## src/scan_switch_defs.svh

```systemverilog
// Constants for the addressable scan path switch
`ifndef SCAN_SWITCH_DEFS_SVH
`define SCAN_SWITCH_DEFS_SVH

`define PORT_COUNT      3
`define PAD_MAX         4
`define ADDR_BITS       10
`define POS_BITS        3
`define CFG_BITS        3
`define CNT_BITS        4
`define BYP_MODE_BIT    5
`define BYP_SRC_BIT     4
`define BYP_DRV_BIT     3
`define FIFO_DEPTH      16
`define ACK_BITS        2'h3
`define ACK_PATTERN     4'hC
`define PIN_RESET       27'h7FFFFFF

`endif

```

## src/scan_switch_pkg.sv

```systemverilog
// Types shared by the addressable scan path switch
package scan_switch_pkg;
`include "scan_switch_defs.svh"

    typedef enum logic [1:0] {
        SYM_ONE,
        SYM_ZERO,
        SYM_SEL,
        SYM_IDLE
    } sym_t;

    typedef enum logic [2:0] {
        P_START,
        P_ADDR,
        P_POS,
        P_CFG,
        P_END,
        P_FAIL
    } parse_t;

    typedef struct packed {
        logic                   test_clk;
        logic                   primary_in;
        logic                   cascade_in;
        logic [`PORT_COUNT-1:0] port_return;
        logic [5:0]             bypass_n;
        logic [`ADDR_BITS-1:0]  address;
        logic [`POS_BITS-1:0]   position;
        logic                   from_cascade;
        logic                   to_cascade;
    } pins_t;

    typedef struct packed {
        pins_t                  s1;
        pins_t                  s2;
        pins_t                  s3;
        pins_t                  stable;
        logic [`PAD_MAX-1:0]    pad;
        logic [`PORT_COUNT-1:0] port_out;
        logic [`PORT_COUNT-1:0] active_out;
        logic [2:0]             pad_count;
        logic                   pri_out;
        logic                   pri_oe;
        logic                   cas_out;
        logic                   cas_oe;
        logic                   in_frame;
        logic                   pair_half;
        logic                   first_bit;
        parse_t                 pstate;
        logic [`ADDR_BITS-1:0]  sh;
        logic [`CNT_BITS-1:0]   cnt;
        logic                   addr_ok;
        logic [`POS_BITS-1:0]   pos_rx;
        logic                   hit;
        logic [`CFG_BITS-1:0]   cfg_new;
        logic [`CFG_BITS-1:0]   cfg;
        logic                   cfg_valid;
        logic                   ack_busy;
        logic [1:0]             ack_cnt;
    } core_t;
endpackage

```

## src/addressable_scan_path_switch.sv

```systemverilog
// Scan path switch: pin sync, select decoder, symbol FIFO and pad-bit routing
//
// Behaviour
// Eight port configurations, one per active/inactive mix of three ports.
// Active ports chained 0,1,2; pad before first and after each port.
// Path holds active count plus one pads; none when idle, except middle.
// Middle device with no port active passes cascade through one pad.
// Position sets endpoints: first, last, middle and single device paths.
// Bypass mode while bypass-mode pin is low.
// Bypass mode ignores select sequences; pins alone configure.
// Three low bypass pins control the three secondary ports.
// A port is active when its bypass pin is low.
// Bypass pins 4 and 3 choose input source and output drive pin.
// Pin 4 high picks cascade input; pin 3 high picks cascade output.
// Board holds both source and drive pins low for a lone device.
// Master broadcasts bit-pair select stream; non-bypass devices decode it.
// Pairs: HH idle, LL select, LH one, HL zero.
// Select carries 10-bit address and 3-bit position, compared with pins.
// On address and position match, load configuration bits that follow.
// Successful select sends acknowledge on scan output immediately.
// Only the last device acknowledges, after connections are made.
// Failed select gives no response.
// Select accepted while the access port sits in a pause state.
// Pad bits capture on every test clock, pause states included.
// Master should gate the test clock when shifting may pause.
// Test program counts pad bits in vector lengths.
// After reset no port is active and no path is routed.
`timescale 1ns/1ps
`include "scan_switch_defs.svh"

module sym_fifo #(
    parameter int WIDTH = 2,
    parameter int DEPTH = `FIFO_DEPTH
) (
    input  wire logic             core_clk,
    input  wire logic             reset_n,
    input  wire logic [WIDTH-1:0] in_data,
    input  wire logic             in_valid,
    output logic                  in_ready,
    output logic [WIDTH-1:0]      out_data,
    output logic                  out_valid,
    input  wire logic             out_ready
);
    localparam int AW = $clog2(DEPTH);
    typedef struct packed {
        logic [DEPTH-1:0][WIDTH-1:0] mem;
        logic [AW-1:0]               rd;
        logic [AW-1:0]               wr;
        logic [AW:0]                 count;
    } fifo_t;
    fifo_t st;
    fifo_t next_st;
    logic  push;
    logic  pop;

    assign in_ready  = st.count != (AW+1)'(DEPTH);
    assign out_valid = st.count != '0;
    assign out_data  = st.mem[st.rd];
    assign push      = in_valid && in_ready;
    assign pop       = out_valid && out_ready;

    always_comb begin
        next_st = st;
        if (push) begin
            next_st.mem[st.wr] = in_data;
            next_st.wr         = st.wr + 1'b1;
        end
        if (pop) begin
            next_st.rd = st.rd + 1'b1;
        end
        next_st.count = st.count + (AW+1)'(push) - (AW+1)'(pop);
    end

    always_ff @(posedge core_clk or negedge reset_n) begin
        if (!reset_n) begin
            st <= '0;
        end else begin
            st <= next_st;
        end
    end
endmodule

module addressable_scan_path_switch (
    input  wire logic                   core_clk,
    input  wire logic                   reset_n,
    input  wire logic                   test_clk,
    input  wire logic                   primary_scan_in,
    input  wire logic                   cascade_scan_in,
    input  wire logic [`PORT_COUNT-1:0] secondary_scan_return,
    input  wire logic [5:0]             bypass_select_pins_n,
    input  wire logic [`ADDR_BITS-1:0]  bus_address_pins,
    input  wire logic [`POS_BITS-1:0]   cascade_position_pins,
    input  wire logic                   from_cascade_strap,
    input  wire logic                   to_cascade_strap,
    output logic                        primary_scan_out,
    output logic                        primary_scan_out_oe,
    output logic                        cascade_scan_out,
    output logic                        cascade_scan_out_oe,
    output logic [`PORT_COUNT-1:0]      secondary_scan_out,
    output logic [`PORT_COUNT-1:0]      secondary_active,
    output logic [2:0]                  pad_count
);
    scan_switch_pkg::core_t st;
    scan_switch_pkg::core_t next_st;
    scan_switch_pkg::pins_t raw;
    scan_switch_pkg::sym_t  push_sym;
    logic                   push_valid;
    logic                   push_ready;
    logic [1:0]             pop_data;
    logic                   pop_valid;
    logic                   pop_ready;
    logic                   rise;
    logic                   byp_mode;
    logic [`PORT_COUNT-1:0] eff_active;
    logic                   eff_from;
    logic                   eff_to;
    logic                   routed;
    logic                   src_bit;
    scan_switch_pkg::sym_t  sym;

    assign raw = '{test_clk, primary_scan_in, cascade_scan_in, secondary_scan_return,
                   bypass_select_pins_n, bus_address_pins, cascade_position_pins,
                   from_cascade_strap, to_cascade_strap};

    assign primary_scan_out    = st.pri_out;
    assign primary_scan_out_oe = st.pri_oe;
    assign cascade_scan_out    = st.cas_out;
    assign cascade_scan_out_oe = st.cas_oe;
    assign secondary_scan_out  = st.port_out;
    assign secondary_active    = st.active_out;
    assign pad_count           = st.pad_count;

    // Symbols wait here while an acknowledge is on the wire
    sym_fifo #(.WIDTH(2), .DEPTH(`FIFO_DEPTH)) u_sym_fifo (
        .core_clk  (core_clk),
        .reset_n   (reset_n),
        .in_data   (push_sym),
        .in_valid  (push_valid),
        .in_ready  (push_ready),
        .out_data  (pop_data),
        .out_valid (pop_valid),
        .out_ready (pop_ready)
    );

    assign sym       = scan_switch_pkg::sym_t'(pop_data);
    assign pop_ready = !st.ack_busy;

    always_comb begin
        int k;
        k = 0;
        next_st = st;
        push_valid = 1'b0;
        push_sym   = scan_switch_pkg::SYM_IDLE;
        // A bit counts once the second and third stages agree
        next_st.s1 = raw;
        next_st.s2 = st.s1;
        next_st.s3 = st.s2;
        next_st.stable = (st.s2 & ~(st.s2 ^ st.s3)) | (st.stable & (st.s2 ^ st.s3));
        rise = next_st.stable.test_clk && !st.stable.test_clk;

        byp_mode = !st.stable.bypass_n[`BYP_MODE_BIT];
        if (byp_mode) begin
            eff_active = ~st.stable.bypass_n[`PORT_COUNT-1:0];
            eff_from   = st.stable.bypass_n[`BYP_SRC_BIT];
            eff_to     = st.stable.bypass_n[`BYP_DRV_BIT];
            routed     = |eff_active || (eff_from && eff_to);
        end else begin
            eff_active = st.cfg_valid ? st.cfg : '0;
            eff_from   = st.stable.from_cascade;
            eff_to     = st.stable.to_cascade;
            routed     = st.cfg_valid && (|eff_active || (eff_from && eff_to));
        end
        src_bit = eff_from ? st.stable.cascade_in : st.stable.primary_in;

        // Pads shift on every rising test clock edge while a path is routed, paused or not
        if (rise && routed) begin
            next_st.pad[0] = src_bit;
        end
        for (int i = 0; i < `PORT_COUNT; i++) begin
            next_st.port_out[i] = 1'b1;
            if (eff_active[i]) begin
                next_st.port_out[i] = st.pad[k];
                k = k + 1;
                if (rise) begin
                    next_st.pad[k] = st.stable.port_return[i];
                end
            end
        end
        next_st.active_out = eff_active;
        next_st.pad_count  = routed ? 3'(k + 1) : 3'h0;
        next_st.cas_out    = st.pad[k];
        next_st.cas_oe     = routed && eff_to;
        next_st.pri_oe     = (routed && !eff_to) || st.ack_busy;
        next_st.pri_out    = st.ack_busy ? 1'(`ACK_PATTERN >> st.ack_cnt) : st.pad[k];

        // Bit-pair decode of the primary input, skipped in bypass mode
        if (byp_mode) begin
            next_st.in_frame  = 1'b0;
            next_st.pair_half = 1'b0;
            next_st.pstate    = scan_switch_pkg::P_START;
        end else if (rise) begin
            if (!st.in_frame && !st.stable.primary_in) begin
                next_st.in_frame  = 1'b1;
                next_st.pair_half = 1'b1;
                next_st.first_bit = 1'b0;
            end else if (st.in_frame && !st.pair_half) begin
                next_st.pair_half = 1'b1;
                next_st.first_bit = st.stable.primary_in;
            end else if (st.in_frame) begin
                next_st.pair_half = 1'b0;
                push_valid = 1'b1;
                case ({st.first_bit, st.stable.primary_in})
                    2'b00:   push_sym = scan_switch_pkg::SYM_SEL;
                    2'b01:   push_sym = scan_switch_pkg::SYM_ONE;
                    2'b10:   push_sym = scan_switch_pkg::SYM_ZERO;
                    default: push_sym = scan_switch_pkg::SYM_IDLE;
                endcase
                if (push_sym == scan_switch_pkg::SYM_IDLE) begin
                    next_st.in_frame = 1'b0;
                end
            end
        end
        // A lost symbol would corrupt the frame, so overflow forces a silent abort
        if (push_valid && !push_ready && !byp_mode) begin
            next_st.pstate = scan_switch_pkg::P_FAIL;
        end else if (pop_valid && pop_ready && !byp_mode) begin
            case (st.pstate)
                scan_switch_pkg::P_START: begin
                    next_st.cnt     = '0;
                    next_st.hit     = 1'b0;
                    next_st.pstate  = (sym == scan_switch_pkg::SYM_SEL) ?
                                      scan_switch_pkg::P_ADDR : scan_switch_pkg::P_FAIL;
                end
                scan_switch_pkg::P_ADDR, scan_switch_pkg::P_POS, scan_switch_pkg::P_CFG: begin
                    if (sym == scan_switch_pkg::SYM_SEL && st.pstate == scan_switch_pkg::P_POS
                        && st.cnt == '0) begin
                        next_st.pstate = scan_switch_pkg::P_END;
                    end else if (sym == scan_switch_pkg::SYM_SEL) begin
                        next_st.pstate = scan_switch_pkg::P_FAIL;
                    end else if (sym == scan_switch_pkg::SYM_IDLE) begin
                        next_st.pstate = scan_switch_pkg::P_START;
                    end else begin
                        next_st.sh  = {st.sh[`ADDR_BITS-2:0], sym == scan_switch_pkg::SYM_ONE};
                        next_st.cnt = st.cnt + 1'b1;
                        if (st.pstate == scan_switch_pkg::P_ADDR
                            && st.cnt == `CNT_BITS'(`ADDR_BITS - 1)) begin
                            next_st.addr_ok = next_st.sh == st.stable.address;
                            next_st.cnt     = '0;
                            next_st.pstate  = scan_switch_pkg::P_POS;
                        end else if (st.pstate == scan_switch_pkg::P_POS
                                     && st.cnt == `CNT_BITS'(`POS_BITS - 1)) begin
                            next_st.pos_rx = next_st.sh[`POS_BITS-1:0];
                            next_st.cnt    = '0;
                            next_st.pstate = scan_switch_pkg::P_CFG;
                        end else if (st.pstate == scan_switch_pkg::P_CFG
                                     && st.cnt == `CNT_BITS'(`CFG_BITS - 1)) begin
                            if (st.addr_ok && st.pos_rx == st.stable.position) begin
                                next_st.hit     = 1'b1;
                                next_st.cfg_new = next_st.sh[`CFG_BITS-1:0];
                            end
                            next_st.cnt    = '0;
                            next_st.pstate = scan_switch_pkg::P_POS;
                        end
                    end
                end
                scan_switch_pkg::P_END: begin
                    next_st.pstate = scan_switch_pkg::P_START;
                    if (sym == scan_switch_pkg::SYM_IDLE && st.hit) begin
                        next_st.cfg       = st.cfg_new;
                        next_st.cfg_valid = 1'b1;
                        next_st.ack_busy  = !st.stable.to_cascade;
                        next_st.ack_cnt   = '0;
                    end
                end
                scan_switch_pkg::P_FAIL: begin
                    if (sym == scan_switch_pkg::SYM_IDLE) begin
                        next_st.pstate = scan_switch_pkg::P_START;
                    end
                end
                default: next_st.pstate = scan_switch_pkg::P_START;
            endcase
        end
        if (st.ack_busy && rise) begin
            next_st.ack_cnt = st.ack_cnt + 1'b1;
            if (st.ack_cnt == `ACK_BITS) begin
                next_st.ack_busy = 1'b0;
            end
        end
    end

    always_ff @(posedge core_clk or negedge reset_n) begin
        if (!reset_n) begin
            st        <= '0;
            st.s1     <= `PIN_RESET;
            st.s2     <= `PIN_RESET;
            st.s3     <= `PIN_RESET;
            st.stable <= `PIN_RESET;
            st.pstate <= scan_switch_pkg::P_START;
        end else begin
            st <= next_st;
        end
    end
endmodule

```

## config.mk

```make
export PLATFORM = sky130hd
export DESIGN_NAME = addressable_scan_path_switch
export DESIGN_NICKNAME = d
export VERILOG_FILES = /design/src/scan_switch_pkg.sv /design/src/addressable_scan_path_switch.sv
export VERILOG_INCLUDE_DIRS = /design/src
export SDC_FILE = /design/constraint.sdc
export NUM_CORES = 1
export LEC_CHECK = 0
export BUFFER_PORTS_ARGS = -buffer_cell sky130_fd_sc_hd__buf_2
export CORE_ASPECT_RATIO = 1.5
export CORE_MARGIN = 3
export CORE_UTILIZATION = 57
export CTS_BUF_LIST = sky130_fd_sc_hd__clkbuf_4
export CTS_CLUSTER_DIAMETER = 80
export DETAILED_ROUTE_END_ITERATION = 16
export PLACE_DENSITY = 0.86
export SYNTH_ARGS = -nofsm -noshare
export SYNTH_HDL_FRONTEND = slang
export SYNTH_SLANG_ARGS = --single-unit
```

## constraint.sdc

```tcl
create_clock -name core_clk -period 2.6 [get_ports core_clk]
set_input_delay 0.52 -clock core_clk [delete_from_list [all_inputs] [get_ports core_clk]]
set_output_delay 0.52 -clock core_clk [all_outputs]
set_load 0.005 [all_outputs]
```

==> summary.md, run 1 <==
| Metric | Value |
|---|---|
| Status | `finished clean` |
| Setup crit end | `st[13]` |
| Fraction of layout cells with a size suffix above 1 | `39.6%` |
| Required time worst endpoint | `3090 ps` |
| PortBufs | `just over 40` |
| Total negative setup slack | `0 ps` |
| Critical Path Fanout Max | `13` |
| Final worst-path cycle share | `97.4%` |
| Synth warn | `0` |
| Compound-cell area share of the yosys netlist | `5.32%` |
| Slew Limit Fails | `0` |
| Max clock buf depth | `3` |
| Top post-synthesis cells by area | `dfstp_2 35%, dfrtp_1 29%, mux2_2 4.4%, maj3_1 3.3%, ha_1 3.2%` |
| Cell count after synthesis | `590` |
| Worst clock skew | `approximately 56 ps` |
| Via/cell ratio | `5.37` |
| Worst hold slack | `a little over 50 ps` |
| Worst-path cell chain | `mux4_2, a2bb2oi_1, a32o_2, or4_4, mux2_4` |
| Period minus WS final | `about 2500 ps` |
| Crit Path Category | `flip-flop to flip-flop` |
| Number of global-route vias before repair | `5486` |
| P&R area growth vs syn | `15.7%` |
| CP max stage delay | `590 ps` |
| Highest Clock Rate | `0.395 GHz` |
| CP endpoint kind | `flip-flop` |
| Actual slew at the worst max-slew pin | `between 600 and 700 ps` |
| Mux share of post-synthesis cell area | `10.6%` |
| Detail Route Antenna Nets | `0` |
| Fin. Hold Viols | `0` |
| Multi-input logic area | `2720 µm²` |
| Filler Cell Count | `970` |
| IO Pins | `42` |
| Synth top area share | `34.6%` |
| Critical path's slowest cell | `or4_4` |
| Final setup viols | `0` |
| Initial antenna violation count | `1` |
| Worst reg-to-reg setup slack | `about 69 ps` |
| Reg2reg path depth | `5` |
| Worst Setup SP | `u_sym_fifo.st[10]` |
| Met2 routed WL | `8.24 mm` |
| WP depth | `5` |
| Overall power | `7.76 mW` |
| LEAKAGE | `4.29 nW` |
| RSZ-0062 raised after global routing | `false` |
| Clock buffer count from CTS | `46` |
| Post-Route WL | `about 15 mm` |
| Simple-gate share of the synthesized area | `under 10%` |
| H-tree depth | `2` |
| Mean area per synthesized cell | `13.9 µm²` |
| Final #Nets | `746` |
| CTS sink cnt | `about 200` |
| Die area | `15900 µm²` |
| Top cell type by total area after synthesis | `dfstp_2` |
| Placed wire-length estimate | `a little over 10 mm` |
| M1 WL | `5.51 mm` |
| Top layer reached by signal wires | `met4` |
| Worst hold path type | `input pin to flip-flop` |
| R2r startpoint | `u_sym_fifo.st[10]` |
| Maximum number of pins on one net before global-route repair | `between 50 and 60` |
| Sequential Area | `5240 µm²` |
| Reg-to-Reg End | `st[13]` |
| All-Layer GR Usage | `19.6%` |
| First-pass GRT wire length | `around 26 mm` |
| First-pass DRT Iterations | `7` |
| # DRC | `0` |
| Synth Net Count | `641` |
| Met3 WL | `536 µm` |
| CTS tree | `done` |
| CP startpoint kind | `flip-flop` |
| Ys flop type | `dfstp_2` |
| Hold path start | `primary_scan_in` |
| Routability cong. | `0.880` |
| CP arrival | `~3000 ps` |
| DR vias | `4957` |
| Die Ht | `153 µm` |
| Post-DR wirelength/cell | `about 16 µm` |
| Largest family of logic cells by synthesized area | `multiplexers` |
| Crit path buffers/inverters | `0` |
| Post-Synth XOR/XNOR Area | `2.67%` |
| Worst skew pair latency | `slightly above 600 ps` |
| DRT iter0 DRCs | `172` |
| Ys async rst share | `100%` |
| Row count | `53` |
| Delay-heaviest family, CP | `multiplexers` |
| Post-Synth Adder-Cell Area | `a little under 7%` |
| Core area | `14100 µm²` |
| Max IR drop VDD | `between 400 and 500 µV` |
| Max-cap viol count | `0` |
| GRT overflow | `0` |
| Clock slew at reported path FFs | `70 ps` |
| Width of the die | `104 µm` |
| Seq/Total Area, Yosys | `a little under two thirds` |
| Root buffer cell | `clkbuf_4` |
| Pwr dens | `818 nW/µm²` |
| Netlist cell types | `64` |
| Worst relative slew slack | `54.2%` |
| Post-synth EDFFs | `0` |
| Post-synthesis register bit count | `204` |
| Post-Syn Area | `roughly 8200 µm²` |
| Initial core utilization | `58.4%` |
## power by group
group          leakage [nW]  switching, mW  internal [mW]
Sequential             2.40          0.348           3.58
Combinational          1.54          0.719          0.737
Clock                 0.343           1.18           1.21
Total                  4.29           2.24           5.52
## worst register-to-register path, cell delays in order (launching register included)
cell	delay, ps
dfrtp_1	480
mux4_2	530
a2bb2oi_1	140
a32o_2	380
or4_4	590
mux2_4	320
## worst min path at each step
stage / endpoint / cells after the start
2_1_floorplan: cascade_scan_out / 0
3_3_place_gp: next_st[86] / 0
3_5_place_dp: next_st[85] / 0
4_1_cts: next_st[126] / 1
5_1_grt: next_st[131] / 1
6_report: next_st[131] / 1
## synthesized netlist by cell type, types with 2 or more instances
cell and count:
dfstp_2 108, dfrtp_1 96, nor2_1 36, nand2_1 33, mux2_2 32, maj3_1 27, inv_1 23, ha_1 21
nand3_1 18, xnor2_1 17, mux2i_1 16, o21ai_0 16, a21oi_1 13, mux2_1 13, clkbuf_1 11, buf_4 10
xor2_1 8, a2bb2oi_1 5, a31oi_1 5, o21ai_1 5, or2_2 5, mux4_1 4, nand2b_1 4, nor3_1 4
a22o_1 3, and3_1 3, buf_2 3, mux4_2 3, nand4_1 3, o21a_1 3, or3_1 3, a21o_1 2
and2_1 2, buf_6 2, mux2_4 2, nand4b_1 2, nor4_1 2
## layer usage
metal / global-route usage (%) / vias up
met5: 0 / -
met4: 10.3 / 0
met3: 4.01 / 42
met2: 35.4 / 136
met1: 21.5 / 2491
li1: - / 2288
## through the flow
stage	area (µm²)	util, %	setup slack [ps]	cells
floorplan	8200	-	16.1	590
global placement	8640	61.4	113	811
detailed placement	8640	61.4	65.1	811
CTS	9480	67.4	85.7	920
global route	9490	67.5	18.8	923
finish	9490	67.5	68.6	923
## cell type report
class | instances | share of cell area (%)
antenna | 1 | 0.0264
clock buffer | 68 | 5.38
clock inverter | 15 | 0.699
inverter | 23 | 0.909
multi-input combinational | 336 | 28.7
sequential | 204 | 55.2
tap | 192 | 2.53
timing repair buffer | 84 | 6.60
## placed cells by master, fill, tap and decap left out, types with 8 or more instances in the layout
master / instances
nand3_1: 18
a21oi_1: 13
ha_1: 21
mux2_1: 13
dfstp_2: 108
mux2i_1: 16
dlygate4sd3_1: 26
dfrtp_1: 96
buf_4: 15
xor2_1: 8
clkinv_1: 11
buf_2: 40
nor2_1: 36
nand2_1: 33
maj3_1: 27
inv_1: 23
mux2_2: 32
o21ai_0: 16
clkbuf_4: 68
xnor2_1: 17
## cell families after synthesis
| kind of cell | after synthesis |
|---|---|
| AOI/OAI and AO/OA | 65 |
| xor gates and xnor gates | 25 |
| adders and majority gates | 49 |
| buffers and inverters | 50 |
| DFF | 204 |
| muxes | 70 |
| and+or+nand+nor | 127 |
## what timing repair did
item | CTS | global route
setup endpoints to repair | 0 | 1
buffers inserted | 0 | 2
hold buffers | 26 | 0
resized for setup | 0 | 0
hold endpoints to repair | 41 | 0
(Power assumes the default switching activity.)
==> inputs of run 2 (changes only) <==
--- a/config.mk
+++ b/config.mk
@@ -6,6 +6,7 @@
 export SDC_FILE = /design/constraint.sdc
 export NUM_CORES = 1
 export LEC_CHECK = 0
+export ABC_AREA = 1
 export BUFFER_PORTS_ARGS = -buffer_cell sky130_fd_sc_hd__buf_2
 export CORE_ASPECT_RATIO = 1.5
 export CORE_MARGIN = 3
==> summary.md, run 2 <==
| Metric | Value |
|---|---|
| Status | `finished clean` |
| Row count | `53 (unchanged)` |
| Number of global-route vias before repair | `6013 (+9.6%)` |
| Netlist cell types | `47 (-27%)` |
| DRT iter0 DRCs | `278 (+62%)` |
| Reg-to-Reg End | `u_sym_fifo.st[4]` |
| Actual slew at the worst max-slew pin | `506 ps (-176 ps)` |
| IO Pins | `42 (unchanged)` |
| Synth top area share | `33.6% (-1.0 points)` |
| Mean area per synthesized cell | `10.7 µm² (-23%)` |
| Slew Limit Fails | `0 (unchanged)` |
| Sequential Area | `5240 µm² (unchanged)` |
| Most common cell in the netlist | `nand2_1` |
| Overall power | `8.39 mW (+8.1%)` |
| Crit Path Category | `flip-flop to flip-flop` |
| LEAKAGE | `4.50 nW (+5.0%)` |
| Width of the die | `105 µm (+1.4%)` |
| Required time worst endpoint | `3040 ps (-50 ps)` |
| Worst skew pair latency | `610 ps (about the same)` |
| Post-Route WL | `15.7 mm (+6.3%)` |
| Worst clock skew | `48.2 ps (-8.07 ps)` |
| Maximum number of pins on one net before global-route repair | `63 (+6.8%)` |
| Pwr dens | `861 nW/µm² (+5.3%)` |
| Synth warn | `0 (unchanged)` |
| Max clock buf depth | `3 (unchanged)` |
| Reg2reg path depth | `13 (+8)` |
| Hold path start | `bypass_select_pins_n[5]` |
| CP endpoint kind | `flip-flop` |
| Max-cap viol count | `0 (unchanged)` |
| Worst hold slack | `47.9 ps (-2.64 ps)` |
| Most common cell after layout, fill and taps aside | `nand2_1` |
| WHS Path Cells | `1 (unchanged)` |
| First-pass GRT wire length | `27.2 mm (+6.6%)` |
| Post-synth EDFFs | `0 (unchanged)` |
| Period minus WS final | `2530 ps (-2.44 ps)` |
| Total setup buffers inserted after CTS | `0 (unchanged)` |
| Top cells by count, synth | `169 x nand2_1, 108 x dfstp_2, 96 x dfrtp_1, 93 x inv_1, 51 x o21ai_0` |
| Die area | `16400 µm² (+2.8%)` |
| Final setup viols | `0 (unchanged)` |
| Final #Nets | `955 (+28%)` |
| Final Instance Area | `9750 µm² (+2.7%)` |
| GRT overflow | `0 (unchanged)` |
| Post-synthesis register bit count | `204 (unchanged)` |
| Highest Clock Rate | `0.395 GHz (about the same)` |
| CP arrival | `2970 ps (-50 ps)` |
| Core area | `14300 µm² (+1.4%)` |
| Post-DR wirelength/cell | `13.9 µm (-13%)` |
| Synth Net Count | `844 (+32%)` |
| Worst relative slew slack | `66.1% (+12 points)` |
| Ys async rst share | `100% (unchanged)` |
| Fraction of layout cells with a size suffix above 1 | `29.9% (-9.7 points)` |
| H-tree depth | `2 (unchanged)` |
| CTS tree | `done` |
| Initial antenna violation count | `1 (unchanged)` |
| Post-Syn Area | `8450 µm² (+3.0%)` |
| Cell Count, Final, Fillers Out | `1131 (+23%)` |
| Hold Path Sink | `next_st[126]` |
| All-Layer GR Usage | `20.4% (+0.83 points)` |
| Multi-input logic area | `2710 µm² (-0.41%)` |
| Top post-synthesis cells by area | `dfstp_2 34%, dfrtp_1 28%, nand2_1 7.5%, inv_1 4.1%, maj3_1 3.2%` |
| CTS sink cnt | `204 (unchanged)` |
| Most frequent cells in the layout | `169 x nand2_1, 108 x dfstp_2, 96 x dfrtp_1` |
| Seq/Total Area, Yosys | `62.0% (-1.9 points)` |
| Clock slew at reported path FFs | `60 ps (about the same)` |
| # DRC | `0 (unchanged)` |
| Critical Path Fanout Max | `5 (-8)` |
| Die Ht | `155 µm (+1.4%)` |
| Routability cong. | `0.908 (+3.1%)` |
| DR vias | `5723 (+15%)` |
| Worst hold path type | `input pin to flip-flop` |
| Final worst-path cycle share | `97.3% (about the same)` |
| Cell count after synthesis | `793 (+34%)` |
| R2r startpoint | `u_sym_fifo.st[2]` |
| Placed wire-length estimate | `10.4 mm (+3.3%)` |
| Post-DP Area | `8880 µm² (+2.9%)` |
| PortBufs | `41 (unchanged)` |
| Ys flop type | `dfstp_2` |
| Root buffer cell | `clkbuf_4` |
| Detail Route Antenna Nets | `0 (unchanged)` |
| Initial core utilization | `59.3% (+0.91 points)` |
| Top cell type by total area after synthesis | `dfstp_2` |
| Clock buffer count from CTS | `48 (+4.3%)` |
| First-pass DRT Iterations | `5 (-2)` |
| Worst reg-to-reg setup slack | `70 ps (about the same)` |
| CP startpoint kind | `flip-flop` |
| Placed cells | `1020 (+26%)` |
| Fin. Hold Viols | `0 (unchanged)` |
| P&R area growth vs syn | `15.4%` |
| Max IR drop VDD | `370 µV (-8.9%)` |
| Via/cell ratio | `5.06 (-5.8%)` |
| Filler Cell Count | `993 (+2.4%)` |
[run 2: cell families after synthesis]
kind of cell	share of synthesized area (%)
mux	0.118
simple gates	17.1
xor+xnor	2.38
flops	62.0
compound gates	5.82
fa+ha+maj	6.55
buf+inv	6.03
[run 2: layer usage]
layer | track usage, % | share of wire [%] | vias up
met4 | 9.13 | 3.4 | 0
met3 | 3.53 | 3.5 | 48
met1 | 22.7 | 39 | 2743
met5 | 0 | 0 | -
met2 | 37.8 | 54 | 140
li1 | - | - | 2792
[run 2: report_power, final]
part / internal (mW) / switching (mW)
Combinational: 0.737 / 1.35
Clock: 1.28 / 1.15
Sequential: 3.59 / 0.294
[run 2: cell type report]
| type | instances | share of cell area, % |
|---|---|---|
| timing repair buffer | 79 | 6.04 |
| sequential | 204 | 53.7 |
| multi-input combinational | 473 | 27.8 |
| clock buffer | 73 | 5.62 |
| tap | 192 | 2.46 |
| antenna | 1 | 0.0257 |
| inverter | 98 | 3.85 |
| clock inverter | 11 | 0.462 |
[run 2: metrics by stage]
stage | setup TNS [ps] | util (%) | setup WS, ps
final | 0 | 68.4 | 71.0
after global routing | -24.9 | 68.4 | -24.9
after CTS | 0 | 68.3 | 8.64
after detailed placement | 0 | 62.3 | 51.3
after global placement | 0 | 62.3 | 243
after floorplan | 0 | - | 153
[run 2: how the worst max path moves through the flow]
stage | start | to | slack, ps | cells past startpoint
6_report | u_sym_fifo.st[2] | u_sym_fifo.st[4] | 70 | 13
5_1_grt | u_sym_fifo.st[2] | u_sym_fifo.st[4] | -20 | 13
4_1_cts | u_sym_fifo.st[3] | u_sym_fifo.st[4] | 9 | 13
3_5_place_dp | u_sym_fifo.st[3] | u_sym_fifo.st[4] | 50 | 13
3_3_place_gp | u_sym_fifo.st[3] | u_sym_fifo.st[4] | 240 | 13
2_1_floorplan | flip-flop | pad_count[2] | 150 | 11
[run 2: repair_timing]
item / in CTS / in global routing
setup endpoints to repair: 0 / 1
hold buffers: 26 / 0
hold endpoints to repair: 57 / 0
resized for setup: 0 / 5
[run 2: critical path, cell delays in order (launching register included)]
cell     delay [ps]
dfrtp_1         410
inv_1           110
ha_2            190
nand4_1         130
nand2_2          90
inv_1            90
ha_1            280
inv_1            60
ha_1            160
inv_1            70
fa_2            390
o21ai_2         160
a21oi_1         100
xor2_1          160
